`config.mk`:
```
export PLATFORM = sky130hd
export DESIGN_NAME = usb_endpoint_handshake
export DESIGN_NICKNAME = d
export VERILOG_FILES = /design/src/design/usb_endpoint_handshake.v
export VERILOG_INCLUDE_DIRS = /design/src /design/src/design
export SDC_FILE = /design/constraint.sdc
export NUM_CORES = 1
export LEC_CHECK = 0
export BUFFER_PORTS_ARGS = -buffer_cell sky130_fd_sc_hd__buf_2
export CAP_MARGIN = 5
export CORE_MARGIN = 8
export CORE_UTILIZATION = 51
export DETAILED_ROUTE_END_ITERATION = 8
export GPL_TIMING_DRIVEN = 0
export PLACE_DENSITY = 0.81
export SLEW_MARGIN = 5
export SYNTH_ARGS = -nofsm -noshare
export SYNTH_HDL_FRONTEND = slang
export SYNTH_SLANG_ARGS = --single-unit
```
`constraint.sdc`:
```
create_clock -name ref_clk_i -period 2.5 [get_ports ref_clk_i]
set_input_delay 0.25 -clock ref_clk_i [delete_from_list [all_inputs] [get_ports ref_clk_i]]
set_output_delay 0.25 -clock ref_clk_i [all_outputs]
set_load 0.01 [all_outputs]
```
`src/design/usb_endpoint_handshake_defs.vh`:
```
`ifndef USB_ENDPOINT_HANDSHAKE_DEFS_VH
`define USB_ENDPOINT_HANDSHAKE_DEFS_VH
`define PID_OUT 4'h1
`define PID_IN 4'h9
`define PID_SETUP 4'hD
`define PID_DATA0 4'h3
`define PID_DATA1 4'hB
`define PID_ACK 4'h2
`define PID_NAK 4'hA
`define PID_STALL 4'hE
`define CTRL_MAX_BYTES 7'h20
`define BULK_MAX_BYTES 7'h40
`define BULK_EP_NUM 4'h1
`define CTRL_EP_NUM 4'h0
`define DESC_CMD_CODE 8'hC7
`define DESC_UPDATE_LIMIT 2'h3
`define HS_NONE 3'h0
`define HS_ACK 3'h1
`define HS_NAK 3'h2
`define HS_STALL 3'h3
`define HS_ZLP 3'h4
`define HS_DATA 3'h5
`endif

```
`src/design/usb_endpoint_handshake.v`:
```
// Operation
// - control data packets carry at most 32 bytes payload
// - all control transfer stages are handled in hardware
// - setup stage acked only when setup data arrives intact
// - control write data: ACK good, NAK busy, silent corrupt, STALL error
// - control write status IN: zero-length data, STALL error, NAK busy
// - control read IN: DATA, STALL on error, NAK when not ready
// - control read status: ACK good, STALL error, NAK busy
// - bulk packets carry at most 64 bytes payload
// - bulk IN: DATA if queued, STALL error, NAK empty, silent bad token
// - bulk OUT: ACK, STALL error, NAK busy, silent on corruption
// - serial messages pass unchanged as bulk payload
// - descriptor ids and strings are replaceable by the host
// - string update command 0xC7 accepted at most three times
`timescale 1ns/1ps
`include "usb_endpoint_handshake_defs.vh"
module usb_endpoint_handshake (
    // clock, reset, enable
    input wire ref_clk_i,
    input wire reset_n_i,
    input wire clk_en_i,
    // decoded packet from the serial engine
    input wire pkt_valid_i,
    input wire [3:0] pkt_pid_i,
    input wire [3:0] pkt_ep_i,
    input wire pkt_ok_i,
    input wire [6:0] pkt_len_i,
    input wire [7:0] pkt_first_byte_i,
    input wire setup_dir_in_i,
    input wire setup_has_data_i,
    // status from the request and message processors
    input wire ctrl_busy_i,
    input wire ctrl_error_i,
    input wire ctrl_data_ready_i,
    input wire bulk_in_ready_i,
    input wire bulk_in_error_i,
    input wire bulk_out_busy_i,
    input wire bulk_out_error_i,
    // handshake choice
    output reg hs_valid_o,
    output reg [2:0] hs_kind_o,
    output reg [3:0] hs_ep_o,
    // payload hand-offs, descriptor update count, control stage
    output reg bulk_out_accept_o,
    output reg bulk_in_sent_o,
    output reg ctrl_out_accept_o,
    output reg ctrl_in_sent_o,
    output reg desc_update_o,
    output reg [1:0] desc_updates_used_o,
    output reg [1:0] ctrl_stage_o
);
    localparam ST_IDLE = 2'd0;
    localparam ST_DATA = 2'd1;
    localparam ST_STATUS = 2'd2;

    reg [1:0] stage_reg;
    reg [1:0] stage_next;
    reg dir_in_reg;
    reg dir_in_next;
    reg xfer_err_reg;
    reg xfer_err_next;

    // last token, held so that its data packet can be judged
    reg [3:0] tok_pid_reg;
    reg [3:0] tok_ep_reg;
    reg tok_ok_reg;
    reg tok_wait_reg;
    reg pend_in_reg;
    reg [1:0] desc_cnt_reg;

    reg [2:0] kind_next;
    reg bo_acc;
    reg bi_snt;
    reg co_acc;
    reg ci_snt;
    reg dup;

    wire data_pkt;
    wire token_in;
    wire token_out;
    wire hs_ack_pkt;
    wire ep_is_ctrl;
    wire ep_is_bulk;
    wire tok_is_ctrl;
    wire tok_is_bulk;
    wire ctrl_fault;

    function is_data;
        input [3:0] pid;
        begin
            is_data = (pid == `PID_DATA0) || (pid == `PID_DATA1);
        end
    endfunction

    // answer to a data packet the device must take in
    function [2:0] out_answer;
        input err;
        input busy;
        begin
            if (err) begin
                out_answer = `HS_STALL;
            end else if (busy) begin
                out_answer = `HS_NAK;
            end else begin
                out_answer = `HS_ACK;
            end
        end
    endfunction

    // answer to an IN token; payload is full data or zero length
    function [2:0] in_answer;
        input err;
        input ready;
        input [2:0] payload;
        begin
            if (err) begin
                in_answer = `HS_STALL;
            end else if (ready) begin
                in_answer = payload;
            end else begin
                in_answer = `HS_NAK;
            end
        end
    endfunction

    function too_long;
        input [6:0] len;
        input [6:0] limit;
        begin
            too_long = (len > limit);
        end
    endfunction

    assign data_pkt = pkt_valid_i && is_data(pkt_pid_i);
    assign token_in = pkt_valid_i && (pkt_pid_i == `PID_IN);
    assign token_out = pkt_valid_i && pkt_ok_i && (pkt_pid_i == `PID_OUT);
    assign hs_ack_pkt = pkt_valid_i && (pkt_pid_i == `PID_ACK);
    assign ep_is_ctrl = (pkt_ep_i == `CTRL_EP_NUM);
    assign ep_is_bulk = (pkt_ep_i == `BULK_EP_NUM);
    assign tok_is_ctrl = (tok_ep_reg == `CTRL_EP_NUM);
    assign tok_is_bulk = (tok_ep_reg == `BULK_EP_NUM);
    assign ctrl_fault = xfer_err_reg || ctrl_error_i;

    // a previous IN answer counts as delivered only after the host ACK
    always @* begin
        stage_next = stage_reg;
        dir_in_next = dir_in_reg;
        xfer_err_next = xfer_err_reg | ctrl_error_i;
        kind_next = `HS_NONE;
        bo_acc = 1'b0;
        bi_snt = 1'b0;
        co_acc = 1'b0;
        ci_snt = 1'b0;
        dup = 1'b0;
        if (data_pkt && tok_wait_reg) begin
            if (!tok_ok_reg || !pkt_ok_i) begin
                kind_next = `HS_NONE;
            end else if (tok_pid_reg == `PID_SETUP) begin
                kind_next = `HS_ACK;
                dir_in_next = setup_dir_in_i;
                xfer_err_next = 1'b0;
                if (setup_has_data_i) begin
                    stage_next = ST_DATA;
                end else begin
                    stage_next = ST_STATUS;
                end
            end else if (tok_is_bulk) begin
                kind_next = out_answer(bulk_out_error_i ||
                    too_long(pkt_len_i, `BULK_MAX_BYTES), bulk_out_busy_i);
                bo_acc = (kind_next == `HS_ACK);
                dup = bo_acc && (pkt_first_byte_i == `DESC_CMD_CODE) &&
                      (desc_cnt_reg != `DESC_UPDATE_LIMIT);
            end else if (tok_is_ctrl && stage_reg == ST_DATA && !dir_in_reg) begin
                kind_next = out_answer(ctrl_fault ||
                    too_long(pkt_len_i, `CTRL_MAX_BYTES), ctrl_busy_i);
                co_acc = (kind_next == `HS_ACK);
                if (kind_next == `HS_STALL) begin
                    xfer_err_next = 1'b1;
                end
            end else if (tok_is_ctrl && dir_in_reg && stage_reg != ST_IDLE) begin
                kind_next = out_answer(ctrl_fault || (pkt_len_i != 7'h00), ctrl_busy_i);
                if (kind_next == `HS_ACK) begin
                    stage_next = ST_IDLE;
                end
            end else begin
                kind_next = `HS_STALL;
            end
        end else if (token_in) begin
            if (!pkt_ok_i) begin
                kind_next = `HS_NONE;
            end else if (ep_is_bulk) begin
                kind_next = in_answer(bulk_in_error_i, bulk_in_ready_i, `HS_DATA);
            end else if (ep_is_ctrl && dir_in_reg && stage_reg == ST_DATA) begin
                kind_next = in_answer(ctrl_fault, ctrl_data_ready_i, `HS_DATA);
            end else if (ep_is_ctrl && !dir_in_reg && stage_reg != ST_IDLE) begin
                kind_next = in_answer(ctrl_fault, !ctrl_busy_i, `HS_ZLP);
            end else begin
                kind_next = `HS_STALL;
            end
        end else if (hs_ack_pkt && pend_in_reg) begin
            if (tok_is_bulk) begin
                bi_snt = 1'b1;
            end else if (stage_reg == ST_STATUS || !dir_in_reg) begin
                stage_next = ST_IDLE;
            end else begin
                ci_snt = 1'b1;
                stage_next = ST_DATA;
            end
        end
        if (token_out && ep_is_ctrl && dir_in_reg && stage_reg == ST_DATA) begin
            stage_next = ST_STATUS;
        end
    end

    always @(posedge ref_clk_i or negedge reset_n_i) begin
        if (!reset_n_i) begin
            stage_reg <= ST_IDLE;
            dir_in_reg <= 1'b0;
            xfer_err_reg <= 1'b0;
        end else if (clk_en_i) begin
            stage_reg <= stage_next;
            dir_in_reg <= dir_in_next;
            xfer_err_reg <= xfer_err_next;
        end
    end

    // the token stands until its data packet or a newer packet arrives
    always @(posedge ref_clk_i or negedge reset_n_i) begin
        if (!reset_n_i) begin
            tok_pid_reg <= 4'h0;
            tok_ep_reg <= 4'h0;
            tok_ok_reg <= 1'b0;
            tok_wait_reg <= 1'b0;
            pend_in_reg <= 1'b0;
        end else if (clk_en_i && pkt_valid_i) begin
            if (pkt_pid_i == `PID_SETUP || pkt_pid_i == `PID_OUT) begin
                tok_pid_reg <= pkt_pid_i;
                tok_ep_reg <= pkt_ep_i;
                tok_ok_reg <= pkt_ok_i;
                tok_wait_reg <= 1'b1;
                pend_in_reg <= 1'b0;
            end else if (pkt_pid_i == `PID_IN) begin
                tok_ep_reg <= pkt_ep_i;
                tok_wait_reg <= 1'b0;
                pend_in_reg <= (kind_next == `HS_DATA) || (kind_next == `HS_ZLP);
            end else begin
                tok_wait_reg <= 1'b0;
                pend_in_reg <= 1'b0;
            end
        end
    end

    always @(posedge ref_clk_i or negedge reset_n_i) begin
        if (!reset_n_i) begin
            hs_valid_o <= 1'b0;
            hs_kind_o <= `HS_NONE;
            hs_ep_o <= 4'h0;
        end else if (clk_en_i) begin
            hs_valid_o <= pkt_valid_i && (kind_next != `HS_NONE);
            // kind stands until the next packet so the ACK can be matched
            if (pkt_valid_i) begin
                hs_kind_o <= kind_next;
            end
            if (token_in) begin
                hs_ep_o <= pkt_ep_i;
            end else if (data_pkt) begin
                hs_ep_o <= tok_ep_reg;
            end
        end
    end

    always @(posedge ref_clk_i or negedge reset_n_i) begin
        if (!reset_n_i) begin
            bulk_out_accept_o <= 1'b0;
            bulk_in_sent_o <= 1'b0;
            ctrl_out_accept_o <= 1'b0;
            ctrl_in_sent_o <= 1'b0;
            desc_update_o <= 1'b0;
        end else if (clk_en_i) begin
            bulk_out_accept_o <= bo_acc;
            bulk_in_sent_o <= bi_snt;
            ctrl_out_accept_o <= co_acc;
            ctrl_in_sent_o <= ci_snt;
            desc_update_o <= dup;
        end
    end

    // only a reset gives back spent updates; the cap is otherwise final
    always @(posedge ref_clk_i or negedge reset_n_i) begin
        if (!reset_n_i) begin
            desc_cnt_reg <= 2'h0;
            desc_updates_used_o <= 2'h0;
        end else if (clk_en_i && dup) begin
            desc_cnt_reg <= desc_cnt_reg + 2'h1;
            desc_updates_used_o <= desc_cnt_reg + 2'h1;
        end
    end

    always @(posedge ref_clk_i or negedge reset_n_i) begin
        if (!reset_n_i) begin
            ctrl_stage_o <= ST_IDLE;
        end else if (clk_en_i) begin
            ctrl_stage_o <= stage_next;
        end
    end
endmodule

```
## After elaboration in Yosys (flattened, before gate mapping)

Index checks and enable logic that the tools add are counted.

- Output and inout port bits: 17
- Flip-flop bits (word level): 30
- Bits of input ports: 37
- Logic and storage cells: 182

- Add/sub/neg operators: 1
- Bitwise gates (word level): 2
- Equality and inequality tests: 26
- $lt $le $gt $ge: 2
- Reductions and logical operators: 49
- Mux-type cells: 85

Operators with widths:

| operator | count |
|---|---|
| $mux 3 | 33 |
| $mux 1 | 32 |
| $mux 2 | 16 |
| $logic_and 1x1->1 | 23 |
| $eq 4x4->1 const B | 4 |
| $mux 4 | 4 |
| $eq 4x1->1 const B | 3 |
| $eq 3x1->1 const B | 3 |
| $logic_or 1x1->1 | 9 |
| $ne 3x1->1 const B | 3 |
| $reduce_and 9->1 | 1 |
| $eq 4x2->1 const B | 2 |
| $eq 8x8->1 const B | 1 |
| $logic_not 4->1 | 2 |
| $ne 4x1->1 const B | 2 |
| $reduce_and 2->1 | 4 |
| $gt 7x6->1 const B | 1 |
| $gt 7x7->1 const B | 1 |
| $reduce_bool 7->1 | 1 |
| $eq 3x3->1 const B | 2 |
| $reduce_bool 2->1 | 3 |
| $reduce_bool 3->1 | 2 |
| $ne 4x3->1 const B | 1 |
| $reduce_and 4->1 | 1 |
| other kinds (9) | 11 |

## Depth between registers and ports, before layout

Gate-level depths: netlist of run 1.

- Depth in word-level cells: 19
- Gate-level depth with buffers: 7

## Worst setup path before layout of run 1

Ideal clock, no wire load.

- Path kind: input -> register
- Start point: input pkt_len_i[1]
- End point: register desc_cnt_reg[1]
- Data arrival time: 1.852 ns
- Required time: 2.373 ns
- Buffers on the path: 0
- Setup slack: 0.521 ns
- Stages on the path: 5
- Library setup time: 0.127 ns
- Path through: or4_4 > o31a_1 > nor4_4 > and3_2 > mux2_1

- Longest elaborated chain between the ends: 15

Ends and longest elaborated chain:

| item | line | text |
|---|---|---|
| start: declaration | usb_endpoint_handshake.v:27 | `input wire [6:0] pkt_len_i,` |
| $gt 7x7->1 | usb_endpoint_handshake.v:130 | `too_long = (len > limit);` |
| $logic_or 1x1->1 | usb_endpoint_handshake.v:168 | `kind_next = out_answer(bulk_out_error_i \|\|` |
| $mux 2 | usb_endpoint_handshake.v:100 | `if (err) begin` |
| $mux 3 | usb_endpoint_handshake.v:167 | `end else if (tok_is_bulk) begin` |
| $mux 3 | usb_endpoint_handshake.v:158 | `` end else if (tok_pid_reg == `PID_SETUP) begin `` |
| $mux 3 | usb_endpoint_handshake.v:156 | `if (!tok_ok_reg \|\| !pkt_ok_i) begin` |
| $mux 3 | usb_endpoint_handshake.v:155 | `if (data_pkt && tok_wait_reg) begin` |
| $eq 3x1->1 (no source line) | - |  |
| $logic_and 1x1->1 (2 in a row) | usb_endpoint_handshake.v:171 | `` dup = bo_acc && (pkt_first_byte_i == `DESC_CMD_CODE) && `` |
| $mux 1 | usb_endpoint_handshake.v:167 |  |
| $mux 1 | usb_endpoint_handshake.v:158 |  |
| $mux 1 | usb_endpoint_handshake.v:156 |  |
| $mux 1 | usb_endpoint_handshake.v:155 |  |
| $logic_and 1x1->1 | usb_endpoint_handshake.v:293 | `end else if (clk_en_i && dup) begin` |
| end signal: assignment | usb_endpoint_handshake.v:294 | `desc_cnt_reg <= desc_cnt_reg + 2'h1;` |
| end: declaration | usb_endpoint_handshake.v:69 | `reg [1:0] desc_cnt_reg;` |

No other way between the ends. The select of a mux whose other input is x is not followed.
A chain may end at the register's enable or synchronous reset.

## Worst setup path in the final report of run 1

- Start point: register tok_ep_reg[2]
- End point: register ctrl_stage_o[1]

- Longest elaborated chain between the ends: 5

Ends and longest elaborated chain:

| item | line | text |
|---|---|---|
| start: declaration | usb_endpoint_handshake.v:65 | `reg [3:0] tok_ep_reg;` |
| start signal: assignment | usb_endpoint_handshake.v:238 | `tok_ep_reg <= pkt_ep_i;` |
| start signal: assignment | usb_endpoint_handshake.v:243 | `tok_ep_reg <= pkt_ep_i;` |
| $logic_not 4->1 (no source line) | - |  |
| $logic_and 1x1->1 (on tied branches) (2 in a row) | usb_endpoint_handshake.v:180, usb_endpoint_handshake.v:173 |  |
| $ne 4x1->1 (no source line) / $ne 4x3->1 (equally long branches) | - |  |
| $reduce_and 9->1 (no source line) * | - |  |
| end signal: assignment | usb_endpoint_handshake.v:303 | `ctrl_stage_o <= stage_next;` |
| end: declaration | usb_endpoint_handshake.v:50 | `output reg [1:0] ctrl_stage_o` |

Every way passes the cells marked *; elsewhere a longest branch is shown, timed or not.

==> flow_results.org, run 1 <==
** Power and ir drop
- Sw power :: about 0.31 mW
- Of the total power, the share spent switching nets is between 20 and 30%.
- Cell-internal power :: 0.764 mW
- Final Power :: between 1 and 1.5 mW
- Combinational cells account for about a fifth of the total power.
- Sequential cells account for between 50% and 60% of the total power.
- IR analysis of the VDD net gives a maximum drop of ~350 uV.
- Leak pwr :: between 0.9 and 1 nW
- Of the total power, the clock network draws ~28%.
- Power density over the cells :: a little over 500 nW/um^2

** Timing
- WHS :: between 0.15 and 0.2 ns
- The number of slew-limit violations in the final report is 0.
- Setup violations remaining at the end of the flow were counted as 0.
- The routed design could run at a clock period as short as ~2.2 ns.
- In this run the tightest slew margin relative to its limit is 55.5%.
- RSZ-0062 raised after global routing :: no
- Setup total negative slack :: 0 ns
- Of the available clock period, the critical path in the final layout requires about nine tenths.
- For this run, the top clock speed supported by timing is roughly 450 MHz.
- Final hold violation count :: 0
- For the pin with the worst max-slew slack, the measured transition is between 0.6 and 0.7 ns.
- Between clock sinks in the finished design, the worst skew comes to roughly 0.008 ns.

** Setup path
- CP startpoint :: tok_ep_reg[2]
- Cell at the slowest stage of the critical path :: sky130_fd_sc_hd__nor4_1
- The largest single stage delay on the critical path is 0.54 ns.
- The signal on the critical path passes through nor4_1 -> nor2b_1 -> nand4_1 -> a31oi_4 -> nand2_1 -> a221o_1.
- The worst setup path is launched from a flop.
- Counting cells, the worst reg-to-reg path comes to 6.
- Highest fanout seen on the critical path :: 5
- Critical path depth in cells :: 6
- End of the worst register-to-register path :: ctrl_stage_o[1]
- Counting both buffers and inverters, the worst setup path holds a total of 0.
- WP data arrival :: between 2 and 2.5 ns
- Critical R2R Launch :: tok_ep_reg[2]
- The worst setup path is of the reg -> reg kind.
- Capture point of the worst path :: ctrl_stage_o[1]
- At the worst endpoint, the required time is 2.72 ns.
- Family with the most delay on the worst path :: simple AND/OR/NAND/NOR gates
- The setup check on the worst reg-to-reg path leaves a slack of 0.25 ns.
- Crit. End Element :: flop

** Clocking
- Post-CTS Setup Bufs :: 0
- Clock tree sinks :: 30
- The clock tree synthesis step divided the H-tree into 2 levels.
- Buffers inserted to repair hold after CTS numbered 1.
- The cell sitting at the root of the clock tree is a sky130_fd_sc_hd__clkbuf_4.
- Buffers inserted during clock tree synthesis total 5.
- Clock-pin slew was measured on the worst setup and hold paths at 0.09 ns.
- Number of resized instances in the post-cts repair step :: 0
- CTS tree :: yes
- Worst-case clock buffer depth :: 2
- For the worst-skew pair, the clock arrives at the later sink with an insertion delay of between 0.3 and 0.4 ns.

** Place
- Last weighted congestion value of the routability-driven placer :: 0.845
- Cell total after placement :: around 280
- Placed inst area :: 2040 um^2
- Half-perimeter wire length after placement :: 3370 um
- IO buf count :: between 50 and 60

** Final layout
- Area growth, synth to finish :: 22.2%
- Area taken by multi-input logic gates :: 926 um^2
- Share of final-layout standard cells stronger than drive strength 1 :: roughly a third
- Antenna Diode Count :: 0
- Sequential cell area in the final layout :: between 700 and 800 um^2
- Final standard cell count with taps included and fillers excluded :: between 200 and 300
- Most used cells in the layout excluding fill and tap cells :: 51 x sky130_fd_sc_hd__buf_2, 30 x sky130_fd_sc_hd__dfrtp_1, 18 x sky130_fd_sc_hd__nor2_1, 18 x sky130_fd_sc_hd__nand2_1, 15 x sky130_fd_sc_hd__o21ai_0
- Leaving out fill and tap cells, the most frequent cell in the layout is sky130_fd_sc_hd__buf_2.
- Layout fillers :: about 290
- Number of nets in the final layout :: about 280
- Summing all non-filler instances in the final layout gives an area of 2110 um^2.

** Synthesis
- In this run, synthesis produced a sequential element count of 30.
- Dominant cells by area after synthesis :: sky130_fd_sc_hd__dfrtp_1 43%, sky130_fd_sc_hd__o21ai_0 4.3%, sky130_fd_sc_hd__nand2_1 3.9%
- Avg Inst Size Synth :: 9.38 um^2
- Area share of the leading cell type in the synthesized netlist :: between 40% and 50%
- Number of warning messages in the yosys log :: 0
- After synthesis the cells add up to around 1700 um^2.
- Synthesized instance count :: around 180
- Number of different library cells in the post-synthesis netlist :: 46
- sky130_fd_sc_hd__dfrtp_1 takes more of the synthesized area than any other cell.
- Post-Syn Nets :: about 220
- Sequential cells were found to cover 43.5% of the synthesized design area.

** GRT
- Gr usage total :: roughly 16%
- Global routing finished with a remaining overflow of 0.
- First-pass GRT wire length :: 7060 um
- Number of antenna violations at the first check in global routing :: 0
- The via count of the first global-routing pass came to ~1600.
- Entering global routing, the biggest net connects 31 pins.

** Floorplanning
- X dimension of the die :: 74.2 um
- Starting density of the core :: a little over half
- Die footprint :: between 5000 and 6000 um^2
- In this run the standard cell core region covers 3280 um^2.
- In this run the core area contains 21 standard-cell rows.
- For this design the top-level I/O count stands at 54.
- The die is 74.2 um tall.

** Route
- Before antenna repair, the detailed router went through 4 iterations.
- In the routed design, unresolved DRC markers number 0.
- Detail-routed via count per cell :: between 5 and 6
- Summing over every cut layer, the via total after detailed routing is 1595.
- After the first detailed-routing iteration, the DRC count stood at 86.
- Dividing the detail-routed wire length by the instance count gives between 10 and 15 um.
- The detail route stage leaves a number of antenna-violating nets equal to 0.
- Wire length reported by the detailed router :: ~4200 um

** Run status
- The flow ran to the end, and the final reports show no timing, DRC or antenna violations.

** Min path
- Hold WC Path Type :: in -> reg

** Run
- Max-cap violations in this run came to 0.
-- metal layers --
layer | share of wire [%] | global-route usage [%] | vias up | routed length, um
met3 | 11 | 6.74 | 7 | 485
li1 | - | - | 788 | -
met2 | 45 | 25.4 | 57 | 1900
met4 | 1.4 | 4.66 | 0 | 59
met5 | 0 | 0 | - | 0
met1 | 42 | 20.7 | 743 | 1790
-- area by class of cell --
cell class,count,share of cell area (%)
Sequential cell,30,35.6
Inverter,7,1.25
Tap cell,46,2.73
Clock buffer,7,2.61
Multi-Input combinational cell,142,43.9
Buffer,5,1.13
Timing Repair Buffer,52,12.6
Clock inverter,1,0.237
-- logic make-up (layout without fill, tap and decap cells) --
kind of cell / count (synthesis) / in the layout / synth area share [%]
and+or+nand+nor: 89 / 89 / 30.0
AOI/OAI and AO/OA: 38 / 38 / 14.4
DFF: 30 / 30 / 43.5
muxes: 12 / 12 / 7.46
buffers and inverters: 12 / 72 / 2.90
xor gates and xnor gates: 2 / 2 / 1.01
adders and majority gates: 1 / 1 / 0.725
-- cells in the mapped netlist (all sizes together) --
cell      n
dfrtp    30
nand2    19
nor2     18
o21ai    15
a21oi     8
nand3     8
inv       7
mux2      7
nor3      7
nor4      6
mux2i     5
and3      4
clkbuf    4
nor2b     4
a21o      3
a31oi     3
nand2b    3
nand3b    3
nand4     3
nand4b    3
or2       3
a41oi     2
and2      2
nor4b     2
o21a      2
xor2      2
a2111oi   1
a221o     1
a22o      1
and3b     1
and4b     1
buf       1
ha        1
o31a      1
o31ai     1
or4       1
or4b      1
-- metrics by stage --
stage / setup WS, ns / util [%]
3_3_place_gp: 0.322 / 62.1
5_1_grt: 0.180 / 64.2
6_report: 0.254 / 64.2
2_1_floorplan: 0.521 / -
4_1_cts: 0.307 / 64.2
3_5_place_dp: 0.302 / 62.1
-- worst min-delay path by stage --
stage | endpoint | cells after the start | startpoint | slack (ns)
global placement | ctrl_out_accept_o | 1 | reset_n_i | 0.32
floorplan | bulk_in_sent_o | 0 | reset_n_i | -0.05
finish | dir_in_reg | 2 | setup_dir_in_i | 0.15
CTS | dir_in_reg | 2 | setup_dir_in_i | 0.14
global route | dir_in_reg | 2 | setup_dir_in_i | 0.14
detailed placement | bulk_out_accept_o | 1 | reset_n_i | 0.32
-- power by group through the flow --
stage               registers (mW)  clock network [mW]  logic (mW)
floorplan                    0.581                   0       0.109
global placement             0.575                   0       0.207
detailed placement           0.577                   0       0.211
CTS                          0.567               0.311       0.213
global route                 0.575               0.333       0.236
finish                       0.568               0.298       0.210
No activity file was read; power rests on OpenSTA's default activity.
==> run 2: changes to the inputs <==
--- a/config.mk
+++ b/config.mk
@@ -9,10 +9,10 @@
 export BUFFER_PORTS_ARGS = -buffer_cell sky130_fd_sc_hd__buf_2
 export CAP_MARGIN = 5
 export CORE_MARGIN = 8
-export CORE_UTILIZATION = 51
+export CORE_UTILIZATION = 40
 export DETAILED_ROUTE_END_ITERATION = 8
 export GPL_TIMING_DRIVEN = 0
-export PLACE_DENSITY = 0.81
+export PLACE_DENSITY = 0.66
 export SLEW_MARGIN = 5
 export SYNTH_ARGS = -nofsm -noshare
 export SYNTH_HDL_FRONTEND = slang
==> flow_results.org, run 2 (same netlist as run 1, synthesis figures left out) <==
** Run status
- Result of the run :: completed

** Floorplanning
- The y dimension of the die was 81.7 um (+10%).
- The die width came to 81.7 um (+10%).
- Starting density of the core :: 40.5% (-12 points)
- Cell Rows :: 24 (+14%)
- The area of the die came to 6670 um^2 (+21%).
- Area inside the core boundary :: 4260 um^2 (+30%)
- The number of ports placed on the die boundary came to 54 (unchanged).

** Final layout
- The sequential cell area in the final layout is 751 um^2 (unchanged).
- Area taken by multi-input logic gates :: 926 um^2 (unchanged)
- The antenna diode count was 0 (unchanged).
- Post-layout instance area :: 2140 um^2 (+1.4%)
- Number of nets in the final layout :: 280 (-0.36%)
- The number of filler cells placed in the layout was 434 (+52%).
- Final standard cell count with taps included and fillers excluded :: 295 (+1.7%)
- The top cell types in the final layout, fill and taps aside, are 51 x sky130_fd_sc_hd__buf_2, 30 x sky130_fd_sc_hd__dfrtp_1, 18 x sky130_fd_sc_hd__nor2_1, 18 x sky130_fd_sc_hd__nand2_1, 15 x sky130_fd_sc_hd__o21ai_0.
- Area growth, synth to finish :: 23.8%
- Share of final-layout standard cells stronger than drive strength 1 :: 32.9% (+0.13 points)
- Leaving out fill and tap cells, the most frequent cell in the layout is sky130_fd_sc_hd__buf_2.

** Clocking
- The CTS buffer count is 5 (unchanged).
- H-tree levels :: 2 (unchanged)
- The clock net sink count came to 30 (unchanged).
- CTS tree :: yes
- Worst-case clock buffer depth :: 2 (unchanged)
- The cts-stage hold buffer count was 0 (-1).
- Clock tree synthesis selected as its root buffer the cell sky130_fd_sc_hd__clkbuf_8.
- Post-CTS Setup Bufs :: 0 (unchanged)
- The clock input transition at the sequential cells of the worst setup and hold paths is 0.06 ns (-0.03 ns).
- Number of resized instances in the post-cts repair step :: 0 (unchanged)
- Clock latency at the later pin of the worst-skew pair :: 0.28 ns (-0.05 ns)

** Setup path
- The required time of the worst setup path was 2.67 ns (-0.05 ns).
- On the critical path the largest part of the delay comes from simple AND/OR/NAND/NOR gates.
- Highest fanout seen on the critical path :: 5 (unchanged)
- Worst reg-to-reg setup slack :: 0.29 ns (+0.04 ns)
- The worst register-to-register path begins at tok_ep_reg[2].
- CP startpoint :: tok_ep_reg[2]
- For this design, the slowest cell found on the critical path is sky130_fd_sc_hd__nor4_1.
- Critical path depth in cells :: 6 (unchanged)
- Capture point of the worst path :: ctrl_stage_o[1]
- The critical path in this run is classified as reg -> reg.
- Highest cell delay on the worst timing path :: 0.55 ns (about the same)
- The worst setup path is launched from a flop.
- In this run the critical register-to-register path is captured at ctrl_stage_o[1].
- The count of buffer and inverter cells on the critical path was 0 (unchanged).
- The critical path goes through nor4_1 -> nor2b_1 -> nand4_1 -> a31oi_4 -> nand2_1 -> a221o_1.
- WP data arrival :: 2.37 ns (-0.09 ns)
- The length in cells of the worst reg-to-reg path was 6 (unchanged).
- STA classifies the critical path endpoint as a flop.

** Place
- Half-perimeter wire length after placement :: 3590 um (+6.5%)
- The number of buffer cells added on primary ports is 51 (unchanged).
- Last weighted congestion value of the routability-driven placer :: 0.787 (-6.9%)
- The instance count after placement with tap cells included is 287 (+2.1%).
- The instance area after placement came to 2050 um^2 (+0.37%).

** Timing
- Peak Freq :: 453 MHz (+1.7%)
- Clock tree skew after final layout :: 0.00538 ns (-0.00258 ns)
- The number of slew-limit violations in the final report is 0 (unchanged).
- Final hold violation count :: 0 (unchanged)
- The number of setup violations in the final report is 0 (unchanged).
- The setup total negative slack was 0 ns (unchanged).
- Share of the clock period used by the worst path :: 88.3% (-1.5 points)
- The relative max-transition margin came to 54.2% (-1.2 points).
- Setup repair after global routing left no endpoint under its margin.
- Minimum clock period :: 2.21 ns (-0.0381 ns)
- The transition at the pin with the smallest max-transition slack came to 0.687 ns (+0.0187 ns).

** Route
- The residual DRC count came to 0 (unchanged).
- The count of antenna-violating nets left after detailed routing was 0 (unchanged).
- Number of detailed-routing iterations run before antenna repair :: 4 (unchanged)
- The via count of the routed design is 1584 (-0.69%).
- Detail-routed via count per cell :: 5.37 (-2.4%)
- WL per Instance :: 15.3 um (+4.7%)
- Detailed router's first-iteration violation count :: 81 (-5.8%)
- Wire length reported by the detailed router :: 4510 um (+6.5%)

** GRT
- The global-route total usage across every layer came to 14.4% (-2.1 points).
- Number of antenna violations at the first check in global routing :: 0 (unchanged)
- GRT met3 Usage :: 4.16% (-2.6 points)
- The met1 usage in global routing came to 18.4% (-2.2 points).
- The total congestion overflow came to 0 (unchanged).
- GRT busiest layer :: met2
- Largest net degree at the start of global routing :: 31 (unchanged)
- Vias in the first global route :: 1584 (+1.3%)
- The fraction of met2 tracks used by global routing came to 22.8% (-2.6 points).
- First-pass GRT wire length :: 7440 um (+5.4%)

** Power and ir drop
- The worst voltage drop across the vdd grid was 445 uV (+26%).
- Leak pwr :: 0.990 nW (+0.89%)
- The power per cell area is 553 nW/um^2 (+8.4%).
- Final Power :: 1.18 mW (+9.9%)

** Min path
- Hold WC Path Type :: in -> async

** Run
- The number of max-cap violations is 0 (unchanged).
==> run 2: worst min-delay path by stage <==
stage / start / end / cells after the start
2_1_floorplan: reset_n_i / bulk_in_sent_o / 0
3_3_place_gp: reset_n_i / hs_kind_o[2] / 1
3_5_place_dp: reset_n_i / hs_kind_o[2] / 1
4_1_cts: reset_n_i / hs_kind_o[2] / 1
5_1_grt: reset_n_i / hs_kind_o[2] / 1
6_report: reset_n_i / hs_kind_o[2] / 1
==> run 2: final cells by class <==
cell class | count | share of cell area [%]
clock buffer | 7 | 4.04
timing repair buffer | 51 | 11.9
inverter | 7 | 1.23
buffer | 5 | 1.11
multi-input combinational | 142 | 43.3
tap | 52 | 3.04
clock inverter | 1 | 0.234
sequential | 30 | 35.1
==> run 2: per-stage QoR <==
step	hold slack [ns]	setup slack [ns]	util [%]
after detailed placement	0.340	0.316	48.0
after CTS	0.0300	0.329	50.1
after global placement	0.325	0.344	48.0
after global routing	0.0567	0.136	50.1
after floorplan	-0.0456	0.521	-
final	0.00537	0.292	50.1
==> run 2: where the power goes <==
group,switching [mW],internal [mW]
sequential,0.0350,0.533
clock,0.183,0.222
combinational,0.115,0.0951
==> run 2: layer usage <==
layer,share of wire (%),routed length (um)
met4,1.3,59
met2,48,2150
met3,6.2,279
met5,0,0
met1,45,2020
==> run 3: changes to the inputs <==
--- a/config.mk
+++ b/config.mk
@@ -6,6 +6,7 @@
 export SDC_FILE = /design/constraint.sdc
 export NUM_CORES = 1
 export LEC_CHECK = 0
+export ABC_AREA = 1
 export BUFFER_PORTS_ARGS = -buffer_cell sky130_fd_sc_hd__buf_2
 export CAP_MARGIN = 5
 export CORE_MARGIN = 8
==> flow_results.org, run 3 <==
** Timing
- Peak Freq :: 579 MHz (+28%)
- Share of the clock period used by the worst path :: 69.1% (-19 points)
- Clock tree skew after final layout :: 0.00218 ns (-0.00320 ns)
- The setup total negative slack came to 0 ns (unchanged).
- The smallest setup slack after layout came to 0.774 ns (+0.482 ns).
- The transition at the pin with the smallest max-transition slack came to 0.682 ns (-0.00516 ns).
- Final hold violation count :: 0 (unchanged)
- The post-route minimum period came to 1.73 ns (-0.482 ns).
- Total setup violations reported at the end of the flow :: 0 (unchanged)
- The number of slew-limit violations in the final report is 0 (unchanged).
- Setup repair after global routing left no endpoint under its margin.
- The relative max-transition margin is 54.6% (+0.34 points).

** Clocking
- The CTS buffer count came to 5 (unchanged).
- Number of resized instances in the post-cts repair step :: 0 (unchanged)
- CTS placed an instance of sky130_fd_sc_hd__clkbuf_8 at the clock tree root.
- The clock input transition at the sequential cells of the worst setup and hold paths was 0.06 ns (about the same).
- TritonCTS built the clock tree.
- The clock net sink count was 30 (unchanged).
- Clock latency at the later pin of the worst-skew pair :: 0.28 ns (about the same)
- Worst-case clock buffer depth :: 2 (unchanged)
- The setup fix buffers added after clock tree synthesis came to 0 (unchanged).
- The cts-stage hold buffer count came to 0 (unchanged).
- The number of levels the H-tree was split into came to 2 (unchanged).

** Synthesis
- Number of different library cells in the post-synthesis netlist :: 32 (-30%)
- The area share of the largest cell type after synthesis is 41.5% (-2.0 points).
- Flops & latches, synth :: 30 (unchanged)
- Number of warning messages in the yosys log :: 0 (unchanged)
- The largest total area in the synthesized netlist belongs to sky130_fd_sc_hd__dfrtp_1.
- The post-synthesis instance area came to 1810 um^2 (+4.8%).
- By count the netlist is led by 80 x sky130_fd_sc_hd__nand2_1, 32 x sky130_fd_sc_hd__inv_1, 30 x sky130_fd_sc_hd__dfrtp_1.
- Post-Syn Nets :: 289 (+30%)
- Share of synthesized flip-flops with an asynchronous set or reset :: 100% (unchanged)
- Cell with the most instances after synthesis :: sky130_fd_sc_hd__nand2_1
- Count of flip-flops with a built-in enable after synthesis :: 0 (unchanged)
- The synthesized area per cell was 7.21 um^2 (-23%).
- Portion of the post-synthesis area used by sequential elements :: 41.5% (-2.0 points)
- Dominant cells by area after synthesis :: sky130_fd_sc_hd__dfrtp_1 41%, sky130_fd_sc_hd__nand2_1 17%, sky130_fd_sc_hd__nand3_1 6.6%
- The most used flip-flop cell after synthesis is sky130_fd_sc_hd__dfrtp_1.
- The synthesized instance count came to 251 (+36%).

** Setup path
- Crit. End Element :: flop
- CP Class :: reg -> reg
- Cell at the slowest stage of the critical path :: sky130_fd_sc_hd__dfrtp_1
- The worst setup path is launched from a flop.
- Crit-path most repeated cell :: sky130_fd_sc_hd__nand2_1
- The critical path's largest stage delay is 0.37 ns (-0.18 ns).
- Req. time, crit path :: 2.68 ns (about the same)
- On the critical path the largest part of the delay comes from simple AND/OR/NAND/NOR gates.
- In this run the critical register-to-register path is launched from tok_pid_reg[1].
- WP data arrival :: 1.90 ns (-0.47 ns)
- Highest fanout seen on the critical path :: 4 (-1)
- CP startpoint :: tok_pid_reg[1]
- The critical path goes through nor3_1 -> inv_1 -> nor2_1 -> nor2_1 -> nor2_1 -> nand2_1 -> nand2_1 -> nand2_1 -> nand2_1 -> nand2_1.
- The count of buffer and inverter cells on the critical path is 1 (+1).

** Route
- Number of detailed-routing iterations run before antenna repair :: 5 (+1)
- The residual DRC count was 0 (unchanged).
- The via count of the routed design was 1746 (+10%).
- Detailed router's first-iteration violation count :: 75 (-7.4%)
- WL per Instance :: 12.7 um (-17%)
- The wire length after detailed routing is 4600 um (+2.0%).
- The count of antenna-violating nets left after detailed routing came to 0 (unchanged).
- Detail-routed via count per cell :: 4.82 (-10%)

** Floorplanning
- Starting density of the core :: 41.6% (+1.1 points)
- The die width came to 83.3 um (+1.9%).
- Boundary pin count :: 54 (unchanged)
- The area of the die came to 6930 um^2 (+3.8%).
- Cell Rows :: 24 (unchanged)
- The y dimension of the die was 83.3 um (+1.9%).
- Area inside the core boundary :: 4350 um^2 (+2.1%)

** Place
- Cell total after placement :: 354 (+23%)
- Half-perimeter wire length after placement :: 3700 um (+3.1%)
- Last weighted congestion value of the routability-driven placer :: 0.881 (+12%)
- IO buf count :: 51 (unchanged)
- Worst setup timing slack at the placement stage :: 0.820 ns (+0.504 ns)

** Final layout
- The share of the core filled with cells in the final layout was 51.4% (+1.3 points).
- The final cell count without fillers is 362 (+23%).
- The area growth from synthesis to final layout came to 23.8% (about the same).
- Number of nets in the final layout :: 347 (+24%)
- The top cell types in the final layout, fill and taps aside, are 80 x sky130_fd_sc_hd__nand2_1, 51 x sky130_fd_sc_hd__buf_2, 32 x sky130_fd_sc_hd__inv_1.
- The antenna diode count is 0 (unchanged).
- The library cell used most frequently in the layout, excluding fill and tap cells, is sky130_fd_sc_hd__nand2_1.
- Layout fillers :: 453 (+4.4%)
- The fraction of layout instances using a drive strength above 1 was 25.5% (-7.4 points).

** Run status
- The flow ran to the end, and the final reports show no timing, DRC or antenna violations.

** Power and ir drop
- The cell leakage power came to 1.23 nW (+25%).
- Power density over the cells :: 562 nW/um^2 (+1.6%)
- Final Power :: 1.26 mW (+6.5%)
- Peak supply drop :: 327 uV (-27%)

** Min path
- Hold WC Path Type :: in -> async

** GRT
- The pin count of the biggest net entering global routing was 31 (unchanged).
- Number of antenna violations at the first check in global routing :: 0 (unchanged)
- Vias in the first global route :: 1734 (+9.5%)
- Remaining global-route overflow :: 0 (unchanged)
- First-pass GRT wire length :: 7820 um (+5.1%)
- The global-route total usage across every layer was 13.6% (-0.85 points).

** Run
- Max Cap Viol :: 0 (unchanged)
==> run 3: changes by cell type in the layout (fill, tap and decap cells not counted), moves of 5 or more <==
| cell | previous run | this run |
|---|---|---|
| sky130_fd_sc_hd__nand2_1 | 18 | 80 |
| sky130_fd_sc_hd__inv_1 | 7 | 32 |
| sky130_fd_sc_hd__nand3_1 | 8 | 24 |
| sky130_fd_sc_hd__nor2_1 | 18 | 28 |
| sky130_fd_sc_hd__o21ai_0 | 15 | 7 |
| sky130_fd_sc_hd__mux2_2 | 6 | 1 |
| sky130_fd_sc_hd__mux2i_1 | 5 | 0 |
==> run 3: worst paths after layout <==
check	end	slack (ns)	cells past startpoint
min reg2reg	tok_pid_reg[0]	0.46	2
min	tok_pid_reg[2]	0.006	1
min in group ref_clk_i	dir_in_reg	0.23	3
max	ctrl_stage_o[0]	0.77	10
max reg2reg	ctrl_stage_o[0]	0.77	10
max in group asynchronous	tok_ep_reg[3]	2.06	1
==> run 3: metrics by stage <==
step	cell area (um^2)	hold slack (ns)
CTS	2240	0.0201
detailed placement	2130	0.335
floorplan	1810	-0.0456
global placement	2130	0.332
finish	2240	0.00631
global route	2240	0.0612
==> run 3: logic make-up (layout without fill, tap and decap cells) <==
family / Yosys count / count (layout) / synth area share [%]
buffers and inverters: 39 / 98 / 8.71
flip-flops: 30 / 30 / 41.5
multiplexers: 1 / 1 / 0.622
AND/OR/NAND/NOR: 153 / 153 / 38.2
adder cells (fa/ha/maj): 1 / 1 / 0.691
AO/OA/AOI/OAI: 27 / 27 / 10.3
==> run 3: power breakdown <==
part	total [mW]	leakage (nW)	internal [mW]	switching [mW]
Clock	0.456	0.0575	0.278	0.178
Combinational	0.231	0.799	0.0908	0.140
Sequential	0.573	0.377	0.537	0.0363
Total	1.26	1.23	0.905	0.355
==> run 3: routing by layer <==
metal	vias to the layer above	GRT usage [%]	wire length, um
met3	7	5.37	344
met2	45	21.6	2060
li1	933	-	-
met5	-	0	0
met1	761	15.9	2120
met4	0	5.27	73
==> run 3: area by class of cell <==
type	instances	area, um^2	area share, %
sequential	30	751	33.5
timing repair buffer	51	255	11.4
inverter	37	139	6.20
buffer	2	18.8	0.838
tap	52	65.1	2.91
multi-input combinational	182	901	40.2
clock buffer	8	110	4.92
